[config.mk]
export PLATFORM = sky130hd
export DESIGN_NAME = pfrec_top
export DESIGN_NICKNAME = d
export VERILOG_FILES = /design/src/common/pfrec_pkg.sv /design/src/pfrec_top.sv
export SDC_FILE = /design/constraint.sdc
export NUM_CORES = 2
export LEC_CHECK = 0
export ABC_AREA = 1
export BUFFER_PORTS_ARGS = -buffer_cell sky130_fd_sc_hd__buf_2
export CORE_ASPECT_RATIO = 0.5
export CORE_MARGIN = 1.5
export CORE_UTILIZATION = 35
export DETAILED_ROUTE_END_ITERATION = 12
export PLACE_DENSITY = 0.58
export SLEW_MARGIN = 20
export SYNTH_ARGS = -nofsm -noshare
export SYNTH_HDL_FRONTEND = slang
export SYNTH_SLANG_ARGS = --single-unit
[constraint.sdc]
create_clock -name i_ref_clk -period 62.5 [get_ports i_ref_clk]
set_input_delay 9.375 -clock i_ref_clk [delete_from_list [all_inputs] [get_ports i_ref_clk]]
set_output_delay 9.375 -clock i_ref_clk [all_outputs]
set_load 0.05 [all_outputs]
[src/common/pfrec_pkg.sv]
package pfrec_pkg;
  // register byte addresses on the plain register port (word index = byte address / 4)
  localparam logic [7:0] ADDR_CAP         = 8'h00;
  localparam logic [7:0] ADDR_GSTS        = 8'h04;
  localparam logic [7:0] ADDR_FSTS        = 8'h08;
  localparam logic [7:0] ADDR_FECTL       = 8'h0C;
  localparam logic [7:0] ADDR_RTCFG       = 8'h10;
  localparam logic [7:0] ADDR_FRR_BASE    = 8'h40;
  // each recording register takes four words: source, reason, addr lo, addr hi/valid
  localparam int         FRR_WORDS        = 4;
  // fault status bits
  localparam int         FSTS_PFO_BIT     = 0;
  localparam int         FSTS_PPF_BIT     = 1;
  localparam int         FSTS_IQE_BIT     = 4;
  localparam int         FSTS_ICE_BIT     = 5;
  localparam int         FSTS_ITE_BIT     = 6;
  localparam int         FSTS_FRI_LSB     = 8;
  // fault event control bits
  localparam int         FECTL_IP_BIT     = 30;
  localparam int         FECTL_IM_BIT     = 31;
  // global status bits
  localparam int         GSTS_TES_BIT     = 31;
  localparam int         GSTS_IES_BIT     = 25;
  // capability fields
  localparam int         CAP_ZLR_BIT      = 22;
  localparam int         CAP_NFR_LSB      = 40 - 32;
  localparam int         CAP_CMP_BIT     = 16;
  // configuration bits
  localparam int         RTCFG_MODE_LSB   = 10;
  // table mode encodings
  localparam logic [1:0] MODE_SCALABLE    = 2'h1;
  // fault reasons
  localparam logic [7:0] FR_HPT_WRITE     = 8'hA4;
  localparam logic [7:0] FR_HPT_READ      = 8'hA5;
  // request kinds
  typedef enum logic [2:0] {
    REQ_UNTRANSLATED = 3'h0,
    REQ_TRANSLATION  = 3'h1,
    REQ_TRANSLATED   = 3'h2,
    REQ_PAGE_RESP    = 3'h3,
    REQ_PAGE_NORESP  = 3'h4
  } pfrec_req_type;
  // completion kinds
  typedef enum logic [1:0] {
    CPL_SUCCESS      = 2'h0,
    CPL_UR           = 2'h1,
    CPL_IR           = 2'h2,
    CPL_NONE         = 2'h3
  } pfrec_cpl_type;
  // reset values
  localparam logic [1:0] RST_MODE         = 2'h0;
endpackage

[src/pfrec_top.sv]
// Local design decisions: strobed register access and the placing of the registers.
`timescale 1ns/10ps
module pfrec_top #(
  parameter int NUM_REC   = 8,
  parameter bit COMPRESS  = 1'b1,
  parameter bit ZLR_SUPP  = 1'b1,
  parameter int AW        = 64
) (
  input  wire logic                i_ref_clk,
  input  wire logic                i_rst,
  input  wire logic                i_ce,
  input  wire logic [7:0]          i_reg_addr,
  input  wire logic [31:0]         i_reg_wdata,
  input  wire logic                i_reg_wr,
  input  wire logic                i_reg_rd,
  output logic      [31:0]         o_reg_rdata,
  input  wire logic                i_req_valid,
  input  wire pfrec_pkg::pfrec_req_type i_req_kind,
  input  wire logic [15:0]         i_req_source,
  input  wire logic [AW-1:0]       i_req_addr,
  input  wire logic                i_req_write,
  input  wire logic                i_req_read,
  input  wire logic                i_req_zero_len,
  input  wire logic                i_ctx_hpt_en,
  input  wire logic                i_hpt_wr_ok,
  input  wire logic                i_hpt_rd_ok,
  input  wire logic                i_pt_blocked,
  input  wire logic                i_other_fault,
  input  wire logic [7:0]          i_other_reason,
  input  wire logic                i_inv_err_set,
  input  wire logic [2:0]          i_inv_err_bits,
  output logic                     o_cpl_valid,
  output pfrec_pkg::pfrec_cpl_type o_cpl_kind,
  output logic                     o_prq_write,
  output logic                     o_event_msg
);
  localparam int IW = (NUM_REC > 1) ? $clog2(NUM_REC) : 1;

  logic [1:0]    table_mode_r;
  logic          tes_r;
  logic          ies_r;
  logic          pfo_r;
  logic [2:0]    inv_err_r;
  logic [IW-1:0] fri_r;
  logic [IW-1:0] idx_r;
  logic [IW-1:0] idx_nxt;
  logic          im_r;
  logic          ip_r;
  logic          primary_pending_fault;
  logic [NUM_REC-1:0]  rec_valid_r;
  logic [15:0]   rec_src_r    [NUM_REC];
  logic [7:0]    rec_reason_r [NUM_REC];
  logic [AW-1:0] rec_addr_r   [NUM_REC];
  logic [NUM_REC-1:0]  src_match;
  logic [NUM_REC-1:0]  sw_clr_valid;

  // fault classification
  logic          scal_hpt;
  logic          hpt_wr_flt;
  logic          hpt_rd_flt;
  logic          xlat_blk;
  logic          page_flt;
  logic          fault_in;
  logic [7:0]    fault_reason;
  logic          do_record;
  logic          do_ovf;
  logic          evt_cond;
  logic          sw_pfo_clr;
  logic          busy_status;

  always_comb begin
    scal_hpt   = i_req_valid && (i_req_kind == pfrec_pkg::REQ_TRANSLATED) &&
                 (table_mode_r == pfrec_pkg::MODE_SCALABLE) && i_ctx_hpt_en;
    hpt_wr_flt = scal_hpt && i_req_write && !i_hpt_wr_ok;
    hpt_rd_flt = scal_hpt && i_req_read && !i_hpt_rd_ok &&
                 !(ZLR_SUPP && i_req_zero_len);
    xlat_blk   = i_req_valid && (i_req_kind == pfrec_pkg::REQ_TRANSLATION) && i_pt_blocked;
    page_flt   = i_req_valid && i_other_fault &&
                 ((i_req_kind == pfrec_pkg::REQ_PAGE_RESP) || (i_req_kind == pfrec_pkg::REQ_PAGE_NORESP));
    fault_in   = hpt_wr_flt || hpt_rd_flt || (i_req_valid && i_other_fault);
    if (hpt_wr_flt) begin
      fault_reason = pfrec_pkg::FR_HPT_WRITE;
    end else if (hpt_rd_flt) begin
      fault_reason = pfrec_pkg::FR_HPT_READ;
    end else begin
      fault_reason = i_other_reason;
    end
  end

  // completion response
  always_ff @(posedge i_ref_clk or posedge i_rst) begin
    if (i_rst) begin
      o_cpl_valid <= 1'b0;
      o_cpl_kind  <= pfrec_pkg::CPL_SUCCESS;
      o_prq_write <= 1'b0;
    end else if (i_ce) begin
      o_cpl_valid <= i_req_valid && (i_req_kind != pfrec_pkg::REQ_PAGE_NORESP || !page_flt);
      o_prq_write <= i_req_valid && !page_flt &&
                     ((i_req_kind == pfrec_pkg::REQ_PAGE_RESP) || (i_req_kind == pfrec_pkg::REQ_PAGE_NORESP));
      if (hpt_wr_flt || hpt_rd_flt || xlat_blk) begin
        o_cpl_kind <= pfrec_pkg::CPL_UR;
      end else if (page_flt) begin
        o_cpl_kind <= (i_req_kind == pfrec_pkg::REQ_PAGE_RESP) ? pfrec_pkg::CPL_IR
                                                               : pfrec_pkg::CPL_NONE;
      end else if (i_req_valid && i_other_fault) begin
        o_cpl_kind <= pfrec_pkg::CPL_UR;
      end else begin
        o_cpl_kind <= pfrec_pkg::CPL_SUCCESS;
      end
    end
  end

  // recording decision
  always_comb begin
    primary_pending_fault = |rec_valid_r;
    for (int k = 0; k < NUM_REC; k++) begin
      src_match[k] = COMPRESS && rec_valid_r[k] && (rec_src_r[k] == i_req_source);
      sw_clr_valid[k] = i_reg_wr && (i_reg_addr == 8'(pfrec_pkg::ADDR_FRR_BASE + k * pfrec_pkg::FRR_WORDS * 4 + 12))
                        && i_reg_wdata[31];
    end
    do_ovf    = fault_in && !pfo_r && !(|src_match) && rec_valid_r[idx_r];
    do_record = fault_in && !pfo_r && !(|src_match) && !rec_valid_r[idx_r];
    idx_nxt   = (idx_r == IW'(NUM_REC - 1)) ? '0 : idx_r + 1'b1;
    sw_pfo_clr = i_reg_wr && (i_reg_addr == pfrec_pkg::ADDR_FSTS) && i_reg_wdata[pfrec_pkg::FSTS_PFO_BIT];
  end

  always_ff @(posedge i_ref_clk or posedge i_rst) begin
    if (i_rst) begin
      idx_r <= '0;
    end else if (i_ce) begin
      if (!tes_r && !ies_r) begin
        idx_r <= '0;
      end else if (do_record) begin
        idx_r <= idx_nxt;
      end
    end
  end

  always_ff @(posedge i_ref_clk or posedge i_rst) begin
    if (i_rst) begin
      fri_r <= '0;
    end else if (i_ce && do_record && !primary_pending_fault) begin
      fri_r <= idx_r;
    end
  end

  always_ff @(posedge i_ref_clk or posedge i_rst) begin
    if (i_rst) begin
      pfo_r <= 1'b0;
    end else if (i_ce) begin
      if (do_ovf) begin
        pfo_r <= 1'b1;
      end else if (sw_pfo_clr) begin
        pfo_r <= 1'b0;
      end
    end
  end

  always_ff @(posedge i_ref_clk or posedge i_rst) begin
    if (i_rst) begin
      inv_err_r <= '0;
    end else if (i_ce) begin
      for (int b = 0; b < 3; b++) begin
        if (i_inv_err_set && i_inv_err_bits[b]) begin
          inv_err_r[b] <= 1'b1;
        end else if (i_reg_wr && (i_reg_addr == pfrec_pkg::ADDR_FSTS) &&
                     i_reg_wdata[pfrec_pkg::FSTS_IQE_BIT + b]) begin
          inv_err_r[b] <= 1'b0;
        end
      end
    end
  end

  // recording registers
  for (genvar g = 0; g < NUM_REC; g++) begin : g_rec
    always_ff @(posedge i_ref_clk or posedge i_rst) begin
      if (i_rst) begin
        rec_valid_r[g]  <= 1'b0;
        rec_src_r[g]    <= '0;
        rec_reason_r[g] <= '0;
        rec_addr_r[g]   <= '0;
      end else if (i_ce) begin
        if (do_record && (idx_r == IW'(g))) begin
          rec_valid_r[g]  <= 1'b1;
          rec_src_r[g]    <= i_req_source;
          rec_reason_r[g] <= fault_reason;
          rec_addr_r[g]   <= i_req_addr;
        end else if (sw_clr_valid[g]) begin
          rec_valid_r[g]  <= 1'b0;
        end
      end
    end
  end

  // configuration and global status
  always_ff @(posedge i_ref_clk or posedge i_rst) begin
    if (i_rst) begin
      table_mode_r <= pfrec_pkg::RST_MODE;
      tes_r        <= 1'b0;
      ies_r        <= 1'b0;
    end else if (i_ce) begin
      if (i_reg_wr && (i_reg_addr == pfrec_pkg::ADDR_RTCFG)) begin
        table_mode_r <= i_reg_wdata[pfrec_pkg::RTCFG_MODE_LSB +: 2];
      end
      if (i_reg_wr && (i_reg_addr == pfrec_pkg::ADDR_GSTS)) begin
        tes_r <= i_reg_wdata[pfrec_pkg::GSTS_TES_BIT];
        ies_r <= i_reg_wdata[pfrec_pkg::GSTS_IES_BIT];
      end
    end
  end

  // fault event generation
  always_comb begin
    busy_status = primary_pending_fault || pfo_r || (|inv_err_r);
    evt_cond    = (do_record && !primary_pending_fault && !pfo_r && !(|inv_err_r)) ||
                  (i_inv_err_set && (|i_inv_err_bits) && !busy_status);
  end

  always_ff @(posedge i_ref_clk or posedge i_rst) begin
    if (i_rst) begin
      im_r        <= 1'b0;
      ip_r        <= 1'b0;
      o_event_msg <= 1'b0;
    end else if (i_ce) begin
      o_event_msg <= 1'b0;
      if (i_reg_wr && (i_reg_addr == pfrec_pkg::ADDR_FECTL)) begin
        im_r <= i_reg_wdata[pfrec_pkg::FECTL_IM_BIT];
      end
      if (evt_cond) begin
        if (!im_r) begin
          o_event_msg <= 1'b1;
          ip_r        <= 1'b0;
        end else begin
          ip_r        <= 1'b1;
        end
      end else if (ip_r && i_reg_wr && (i_reg_addr == pfrec_pkg::ADDR_FECTL) &&
                   !i_reg_wdata[pfrec_pkg::FECTL_IM_BIT]) begin
        o_event_msg <= 1'b1;
        ip_r        <= 1'b0;
      end else if (ip_r && !busy_status) begin
        ip_r <= 1'b0;
      end
    end
  end

  // register read
  always_ff @(posedge i_ref_clk or posedge i_rst) begin
    if (i_rst) begin
      o_reg_rdata <= '0;
    end else if (i_ce) begin
      o_reg_rdata <= '0;
      if (i_reg_rd) begin
        unique case (i_reg_addr)
          pfrec_pkg::ADDR_CAP: begin
            o_reg_rdata[pfrec_pkg::CAP_NFR_LSB +: 8] <= 8'(NUM_REC - 1);
            o_reg_rdata[pfrec_pkg::CAP_ZLR_BIT]      <= ZLR_SUPP;
            o_reg_rdata[pfrec_pkg::CAP_CMP_BIT]      <= COMPRESS;
          end
          pfrec_pkg::ADDR_GSTS: begin
            o_reg_rdata[pfrec_pkg::GSTS_TES_BIT] <= tes_r;
            o_reg_rdata[pfrec_pkg::GSTS_IES_BIT] <= ies_r;
          end
          pfrec_pkg::ADDR_FSTS: begin
            o_reg_rdata[pfrec_pkg::FSTS_PFO_BIT]      <= pfo_r;
            o_reg_rdata[pfrec_pkg::FSTS_PPF_BIT]      <= primary_pending_fault;
            o_reg_rdata[pfrec_pkg::FSTS_IQE_BIT +: 3] <= inv_err_r;
            o_reg_rdata[pfrec_pkg::FSTS_FRI_LSB +: IW] <= fri_r;
          end
          pfrec_pkg::ADDR_FECTL: begin
            o_reg_rdata[pfrec_pkg::FECTL_IM_BIT] <= im_r;
            o_reg_rdata[pfrec_pkg::FECTL_IP_BIT] <= ip_r;
          end
          pfrec_pkg::ADDR_RTCFG: begin
            o_reg_rdata[pfrec_pkg::RTCFG_MODE_LSB +: 2] <= table_mode_r;
          end
          default: begin
            for (int k = 0; k < NUM_REC; k++) begin
              if (i_reg_addr[7:4] == 4'(pfrec_pkg::ADDR_FRR_BASE[7:4] + k)) begin
                unique case (i_reg_addr[3:0])
                  4'h0: o_reg_rdata <= {16'h0000, rec_src_r[k]};
                  4'h4: o_reg_rdata <= {24'h000000, rec_reason_r[k]};
                  4'h8: o_reg_rdata <= rec_addr_r[k][31:0];
                  4'hC: o_reg_rdata <= {rec_valid_r[k], rec_addr_r[k][AW-2:32]};
                  default: o_reg_rdata <= '0;
                endcase
              end
            end
          end
        endcase
      end
    end
  end

  // checks
  chk_hpt_write_ur: assert property (@(posedge i_ref_clk) disable iff (i_rst)
    (i_ce && hpt_wr_flt) |=> (o_cpl_kind == pfrec_pkg::CPL_UR))
    else $error("host table write fault not answered with UR");
  chk_zlr_no_fault: assert property (@(posedge i_ref_clk) disable iff (i_rst)
    (ZLR_SUPP && i_req_zero_len) |-> !hpt_rd_flt)
    else $error("zero length read raised read fault");
  chk_page_resp_ir: assert property (@(posedge i_ref_clk) disable iff (i_rst)
    (i_ce && page_flt && i_req_kind == pfrec_pkg::REQ_PAGE_RESP && !hpt_wr_flt && !hpt_rd_flt)
    |=> (o_cpl_kind == pfrec_pkg::CPL_IR && o_cpl_valid))
    else $error("faulting page request not answered with IR");
  chk_index_cleared: assert property (@(posedge i_ref_clk) disable iff (i_rst)
    (i_ce && !tes_r && !ies_r) |=> (idx_r == '0))
    else $error("index not cleared while translation disabled");
  chk_index_wrap: assert property (@(posedge i_ref_clk) disable iff (i_rst)
    (i_ce && do_record && tes_r) |=> (idx_r == $past(idx_nxt)))
    else $error("index did not advance after record");
  chk_ovf_discard: assert property (@(posedge i_ref_clk) disable iff (i_rst)
    (pfo_r && fault_in) |-> !do_record)
    else $error("fault recorded during overflow");
  chk_full_sets_ovf: assert property (@(posedge i_ref_clk) disable iff (i_rst)
    (i_ce && do_ovf) |=> (pfo_r && $stable(rec_valid_r)))
    else $error("full index did not raise overflow");
  chk_first_index: assert property (@(posedge i_ref_clk) disable iff (i_rst)
    (i_ce && do_record && !primary_pending_fault) |=> (fri_r == $past(idx_r) && rec_valid_r[fri_r]))
    else $error("first record index not captured");
  chk_event_masked: assert property (@(posedge i_ref_clk) disable iff (i_rst)
    (i_ce && evt_cond && im_r) |=> (ip_r && !o_event_msg))
    else $error("masked event not held pending");
endmodule // pfrec_top

=== Yosys cells after proc, flatten, opt, wreduce, memory -nomap -nowiden ===
Cells that the tools add are included.

* Input bits: 149
* Bits in registers: 757
* Output and inout bits: 37
* Logic and storage cells: 318

* Multiplexer cells: 74
* Add/subtract/negate cells: 1
* Equality and inequality tests: 44
* Order comparisons: 1
* Reductions and logical operators: 150

{| class="wikitable"
|+ Operators by type and width
! kind !! count
|-
| $pmux 32 s4 || 8
|-
| $mux 32 || 9
|-
| $eq 16x16->1 || 8
|-
| $logic_and 1x1->1 || 74
|-
| $reduce_and 2->1 || 25
|-
| $mux 1 || 35
|-
| $eq 8x7->1 const B || 4
|-
| $eq 8x8->1 const B || 4
|-
| $reduce_bool 2->1 || 13
|-
| $eq 4x4->1 const B || 6
|-
| $eq 4x3->1 const B || 5
|-
| $reduce_or 4->1 || 5
|-
| $eq 8x4->1 const B || 2
|-
| $mux 8 || 2
|-
| $reduce_or 8->1 || 2
|-
| $eq 3x3->1 const B || 5
|-
| $logic_not 1->1 || 13
|-
| $eq 3x2->1 const B || 4
|-
| $reduce_or 3->1 || 4
|-
| $pmux 5 s2 || 1
|-
| $mux 3 || 3
|-
| $eq 8x3->1 const B || 1
|-
| $eq 8x5->1 const B || 1
|-
| $logic_not 8->1 || 1
|-
| 21 further kinds || 35
|}

=== Longest topological paths before layout ===
* Depth after elaboration: 18
* Mapped depth: 19
* Depth with buffers taken out: 17

=== Worst setup path before layout ===
No wires, ideal clock.

* Kind: input-to-reg
* Start: input port i_req_source[1]
* End: register rec_addr_r[194] (netlist bit)
* Data required time: 62.370 ns
* Setup slack: 51.268 ns
* Data arrival time: 11.102 ns
* Path buffers: 5
* Setup time: 0.130 ns
* Stages on the path: 17
* Path through: buf_2 -> inv_2 -> buf_2 -> nand2_1 -> nand4_1 -> nor2_1 -> nand3_1 -> nor2_1 -> nor2_2 -> nand4_2 -> nor2_2 -> buf_6 -> nand3_2 -> buf_2 -> buf_2 -> nand2_1 -> o21ai_0

* Longest elaborated chain between the ends: 8
* Elaborated cells between the ends (all ways): 22
* Those cells by class: 8 x eq/ne; 14 x reduce/logical

{| class="wikitable"
|+ Ends and longest elaborated chain
! item !! RTL line !! source
|-
| from (decl) || pfrec_top.sv:19 || <nowiki>input wire logic [15:0] i_req_source,</nowiki>
|-
| $eq 16x16->1 || pfrec_top.sv:117 || <nowiki>src_match[k] = COMPRESS && rec_valid_r[k] && (rec_src_r[k] == i_req_source);</nowiki>
|-
| $logic_and 1x1->1 || pfrec_top.sv:117 ||
|-
| $reduce_or 8->1 (*) || pfrec_top.sv:122 || <nowiki>do_record = fault_in && !pfo_r && !(|src_match) && !rec_valid_r[idx_r];</nowiki>
|-
| $logic_not 1->1 (*) || pfrec_top.sv:122 ||
|-
| $logic_and 1x1->1 (*) (2 in a row) || pfrec_top.sv:122 ||
|-
| $logic_and 1x1->1 (*) || pfrec_top.sv:183 || <nowiki>if (do_record && (idx_r == IW'(g))) begin</nowiki>
|-
| $reduce_and 2->1 (no line) (*) || -- ||
|-
| to (signal, indexed assignment) || pfrec_top.sv:187 || <nowiki>rec_addr_r[g] <= i_req_addr;</nowiki>
|-
| to (decl) || pfrec_top.sv:53 || <nowiki>logic [AW-1:0] rec_addr_r [NUM_REC];</nowiki>
|}

Every way passes the cells marked *; elsewhere a longest branch is shown, timed or not.
A chain may end at the register's enable or synchronous reset.

=== Final worst setup path ===
* Start: input port i_req_source[6]
* End: register rec_addr_r[254] (netlist bit)

The elaborated chain is that of the path after synthesis.

==> results.toml <==
[power_and_ir_drop]
p_per_area_nw_per_um2 = 28.0
power_w = 0.00111
p_leak_nw = 18.3
peakVddDrop_uv = 18.5

[drt]
first_pass_iters = 8
wire_per_inst_um = 21.7
drt_iter0_drc = 3823
drtAntennaViolNets = 0
vias_per_cell = 5.42
wl_um = 124000
num_vias = 31200
drc = 0

[final_layout]
fillers = 10300
final_common_cell = "nand2_1"
syn_to_final_growth_pct = 12.3
final_area_um2 = 39800
nets = 4496
multiInputGateArea_um2 = 14400
final_cell_mix = "nand2_1, dfrtp_1, o21ai_0, o21ai_1, inv_1"
drive_above_1_share_pct = 8.53
final_util_pct = 39.7
seq_area_um2 = 18900

[floorplan]
rows = 82
die_w_um = 453
die_h_um = 228
coreArea_um2 = 100000
dieArea_um2 = 103000
io_pins = 186
start_util_pct = 35.3

[synthesis]
syn_inst = 4342
synth_seq_area_share_pct = 53.5
synth_mux_area_share_pct = 0.0636
ys.flop_type = "dfrtp_1"
ys_ff_latch = 757
synth_area_um2 = 35400
yosys.area_share.simple_pct = 20.6
synth_compound_area_share_pct = 18.7
avgSynthCellArea_um2 = 8.15
synthArstFlopShare_pct = 100
synth.net_count = 4497
synth_top_family_by_area = "simple AND/OR/NAND/NOR gates"
synth-xor-area-share_pct = 0.742
ys_warn_count = 0
synth_cell_type_count = 46
synth_fa_ha_area_share_pct = 0.212
synth_enable_flop_cells = 0

[timing]
setup_tns_ns = 0
hold_viol = 0
setup_viol = 0
drv_slew = 0
whs_ns = 0.473
rsz0062_at_grt = "no"
skew_ns = 0.0221
finalCritPeriodShare_pct = 20.7
max_freq_mhz = 77.3
layout_min_cycle_time_ns = 12.94
slew_headroom_pct = 24.2
worstMarginPinSlew_ns = 1.14

[clock_tree]
cts.htree.levels = 3
cts_resized = 0
cts-root-buf = "clkbuf_16"
cts.sinks = 757
cts_tree = "built"
clk-insertion-delay-late_ns = 0.65
cts_hold_buf = 0
cts_buffers = 76
clk_path_buf_depth = 3
clk_pin_slew_ns = 0.06
cts_setup_buffers = 0

[setup_path]
cp_cell_sequence = "buf_2 > inv_1 > nand2_1 > o21ai_0 > nor2_1 > nand2_1 > nor2_1 > nand3_1 > nand2_1 > nor2_2 > nand4_2 > nor2_2 > buf_4 > nand3_4 > buf_4 > buf_16 > nand2_1 > o21ai_0"
end_kind = "flip-flop"
crit_top_cell = "nand2_1"
cp_max_fo = 77
cp_slowest_cell = "nand3_4"
cp-start-kind = "input port"
crit_path_max_incr_delay_ns = 0.80
cp.required_ns = 63.01
path_class = "input port to flip-flop"
cp.arrival_ns = 13.45

[placed_design]
dpl.hpwl_um = 77700
port_buffers = 160
dpl-instance-area_um2 = 37100
routabilityCongestion = 0.955

[global_routing]
grt_use_total_pct = 23.8
grt_pass1_wl_um = 187000
grt_start_max_net_pins = 186
antenna_found_initial = 9
grt_overflow = 0
grt_pass1_vias = 29100

[job]
drv_cap = 0

[worst_hold_path]
hold_path.class = "flip-flop to flip-flop"

[outcome]
status = "finished, final reports clean"
==> worst max-delay path: cells and delay by family <==
kind,cells,cell delay (ns)
compound gates,2,0.23
buf+inv,5,1.75
simple gates,11,2.02
==> cell type report <==
cell class | instances | share of cell area [%]
clock inverter | 20 | 0.532
antenna | 6 | 0.0378
inverter | 230 | 2.19
sequential | 757 | 47.6
multi-input combinational | 3062 | 36.3
tap | 1344 | 4.23
clock buffer | 114 | 5.78
timing repair buffer | 214 | 3.34
==> logic make-up (layout without fill, tap and decap cells) <==
| family | Yosys count | in the layout |
|---|---|---|
| DFF | 757 | 757 |
| muxes | 2 | 2 |
| buffers and inverters | 523 | 578 |
| xor gates and xnor gates | 30 | 30 |
| other | 0 | 6 |
| AOI/OAI and AO/OA | 1163 | 1163 |
| adders and majority gates | 6 | 6 |
| and+or+nand+nor | 1861 | 1861 |
==> synth_stat cells, types with 2 or more instances <==
master / count / area (um^2)
o211ai_1: 18 / 135
a221o_1: 6 / 60.1
nand3_2: 5 / 50.1
nor3_1: 15 / 75.1
a22o_1: 95 / 832
mux2_2: 2 / 22.5
buf_2: 147 / 736
nand4_1: 31 / 194
a21oi_1: 97 / 485
a211oi_1: 4 / 30.0
ha_1: 6 / 75.1
o21ai_1: 397 / 1990
nor4_1: 3 / 18.8
a32o_1: 4 / 40.0
nor2_1: 133 / 499
o31ai_1: 2 / 15.0
dfrtp_1: 757 / 18900
nand2_2: 2 / 12.5
xor2_1: 22 / 193
xnor2_1: 8 / 70.1
a41oi_1: 5 / 43.8
o22ai_1: 2 / 12.5
buf_1: 23 / 86.3
a21o_1: 8 / 60.1
nand3_1: 113 / 566
clkinv_1: 5 / 18.8
a221oi_1: 43 / 377
inv_2: 13 / 48.8
o21ai_0: 448 / 2240
nor2_2: 4 / 25.0
clkbuf_1: 114 / 428
o2111ai_1: 29 / 254
buf_4: 8 / 60.1
nand2_1: 1550 / 5820
inv_1: 212 / 796
==> final timing paths <==
path                                             startpoint                          end  slack (ns)  cells after the start
worst max-delay path                        i_req_source[6]  rec_addr_r[254]$_DFFE_PP0P_       49.56                     18
worst min-delay path            o_reg_rdata[11]$_DFFE_PP0P_  o_reg_rdata[11]$_DFFE_PP0P_        0.47                      2
worst max register to register   rec_src_r[124]$_DFFE_PP0P_  rec_addr_r[254]$_DFFE_PP0P_       58.11                     17
worst min register to register  o_reg_rdata[11]$_DFFE_PP0P_  o_reg_rdata[11]$_DFFE_PP0P_        0.47                      2
max in group asynchronous                             i_rst  rec_addr_r[284]$_DFFE_PP0P_       50.51                      6
min in group asynchronous                             i_rst    rec_addr_r[2]$_DFFE_PP0P_        8.83                      2
==> report_power, final <==
group          switching, W  leakage, nW  internal, W  total, W
clock network      0.000200         1.24     0.000270  0.000471
registers         0.0000189         10.4     0.000520  0.000539
logic             0.0000751         6.69    0.0000281  0.000103
total              0.000294         18.3     0.000818   0.00111
==> stage by stage <==
stage          setup WS [ns]  std cells
2_1_floorplan          31.88       4342
3_3_place_gp           48.98       5603
3_5_place_dp           48.91       5603
4_1_cts                49.58       5737
5_1_grt                49.31       5743
6_report               49.56       5747
==> registers in the layout, indices dropped and copies added, names as in the netlist, 2 cells and up <==
register	count
o_cpl_kind	2
inv_err_r	3
rec_src_r	128
rec_reason_r	64
fri_r	3
table_mode_r	2
rec_addr_r	504
o_reg_rdata	32
rec_valid_r	8
idx_r	3
==> metal layers <==
layer | global-route usage [%] | up-vias | routed length (um) | part of all wire (%)
met3 | 3.48 | 232 | 9080 | 7.3
met2 | 37.0 | 1187 | 56200 | 45
met4 | 8.58 | 0 | 4750 | 3.8
met1 | 33.8 | 15400 | 54400 | 44
met5 | 0 | - | 0 | 0
li1 | - | 14400 | - | -
Note: power is estimated with default switching activity, not from simulation.
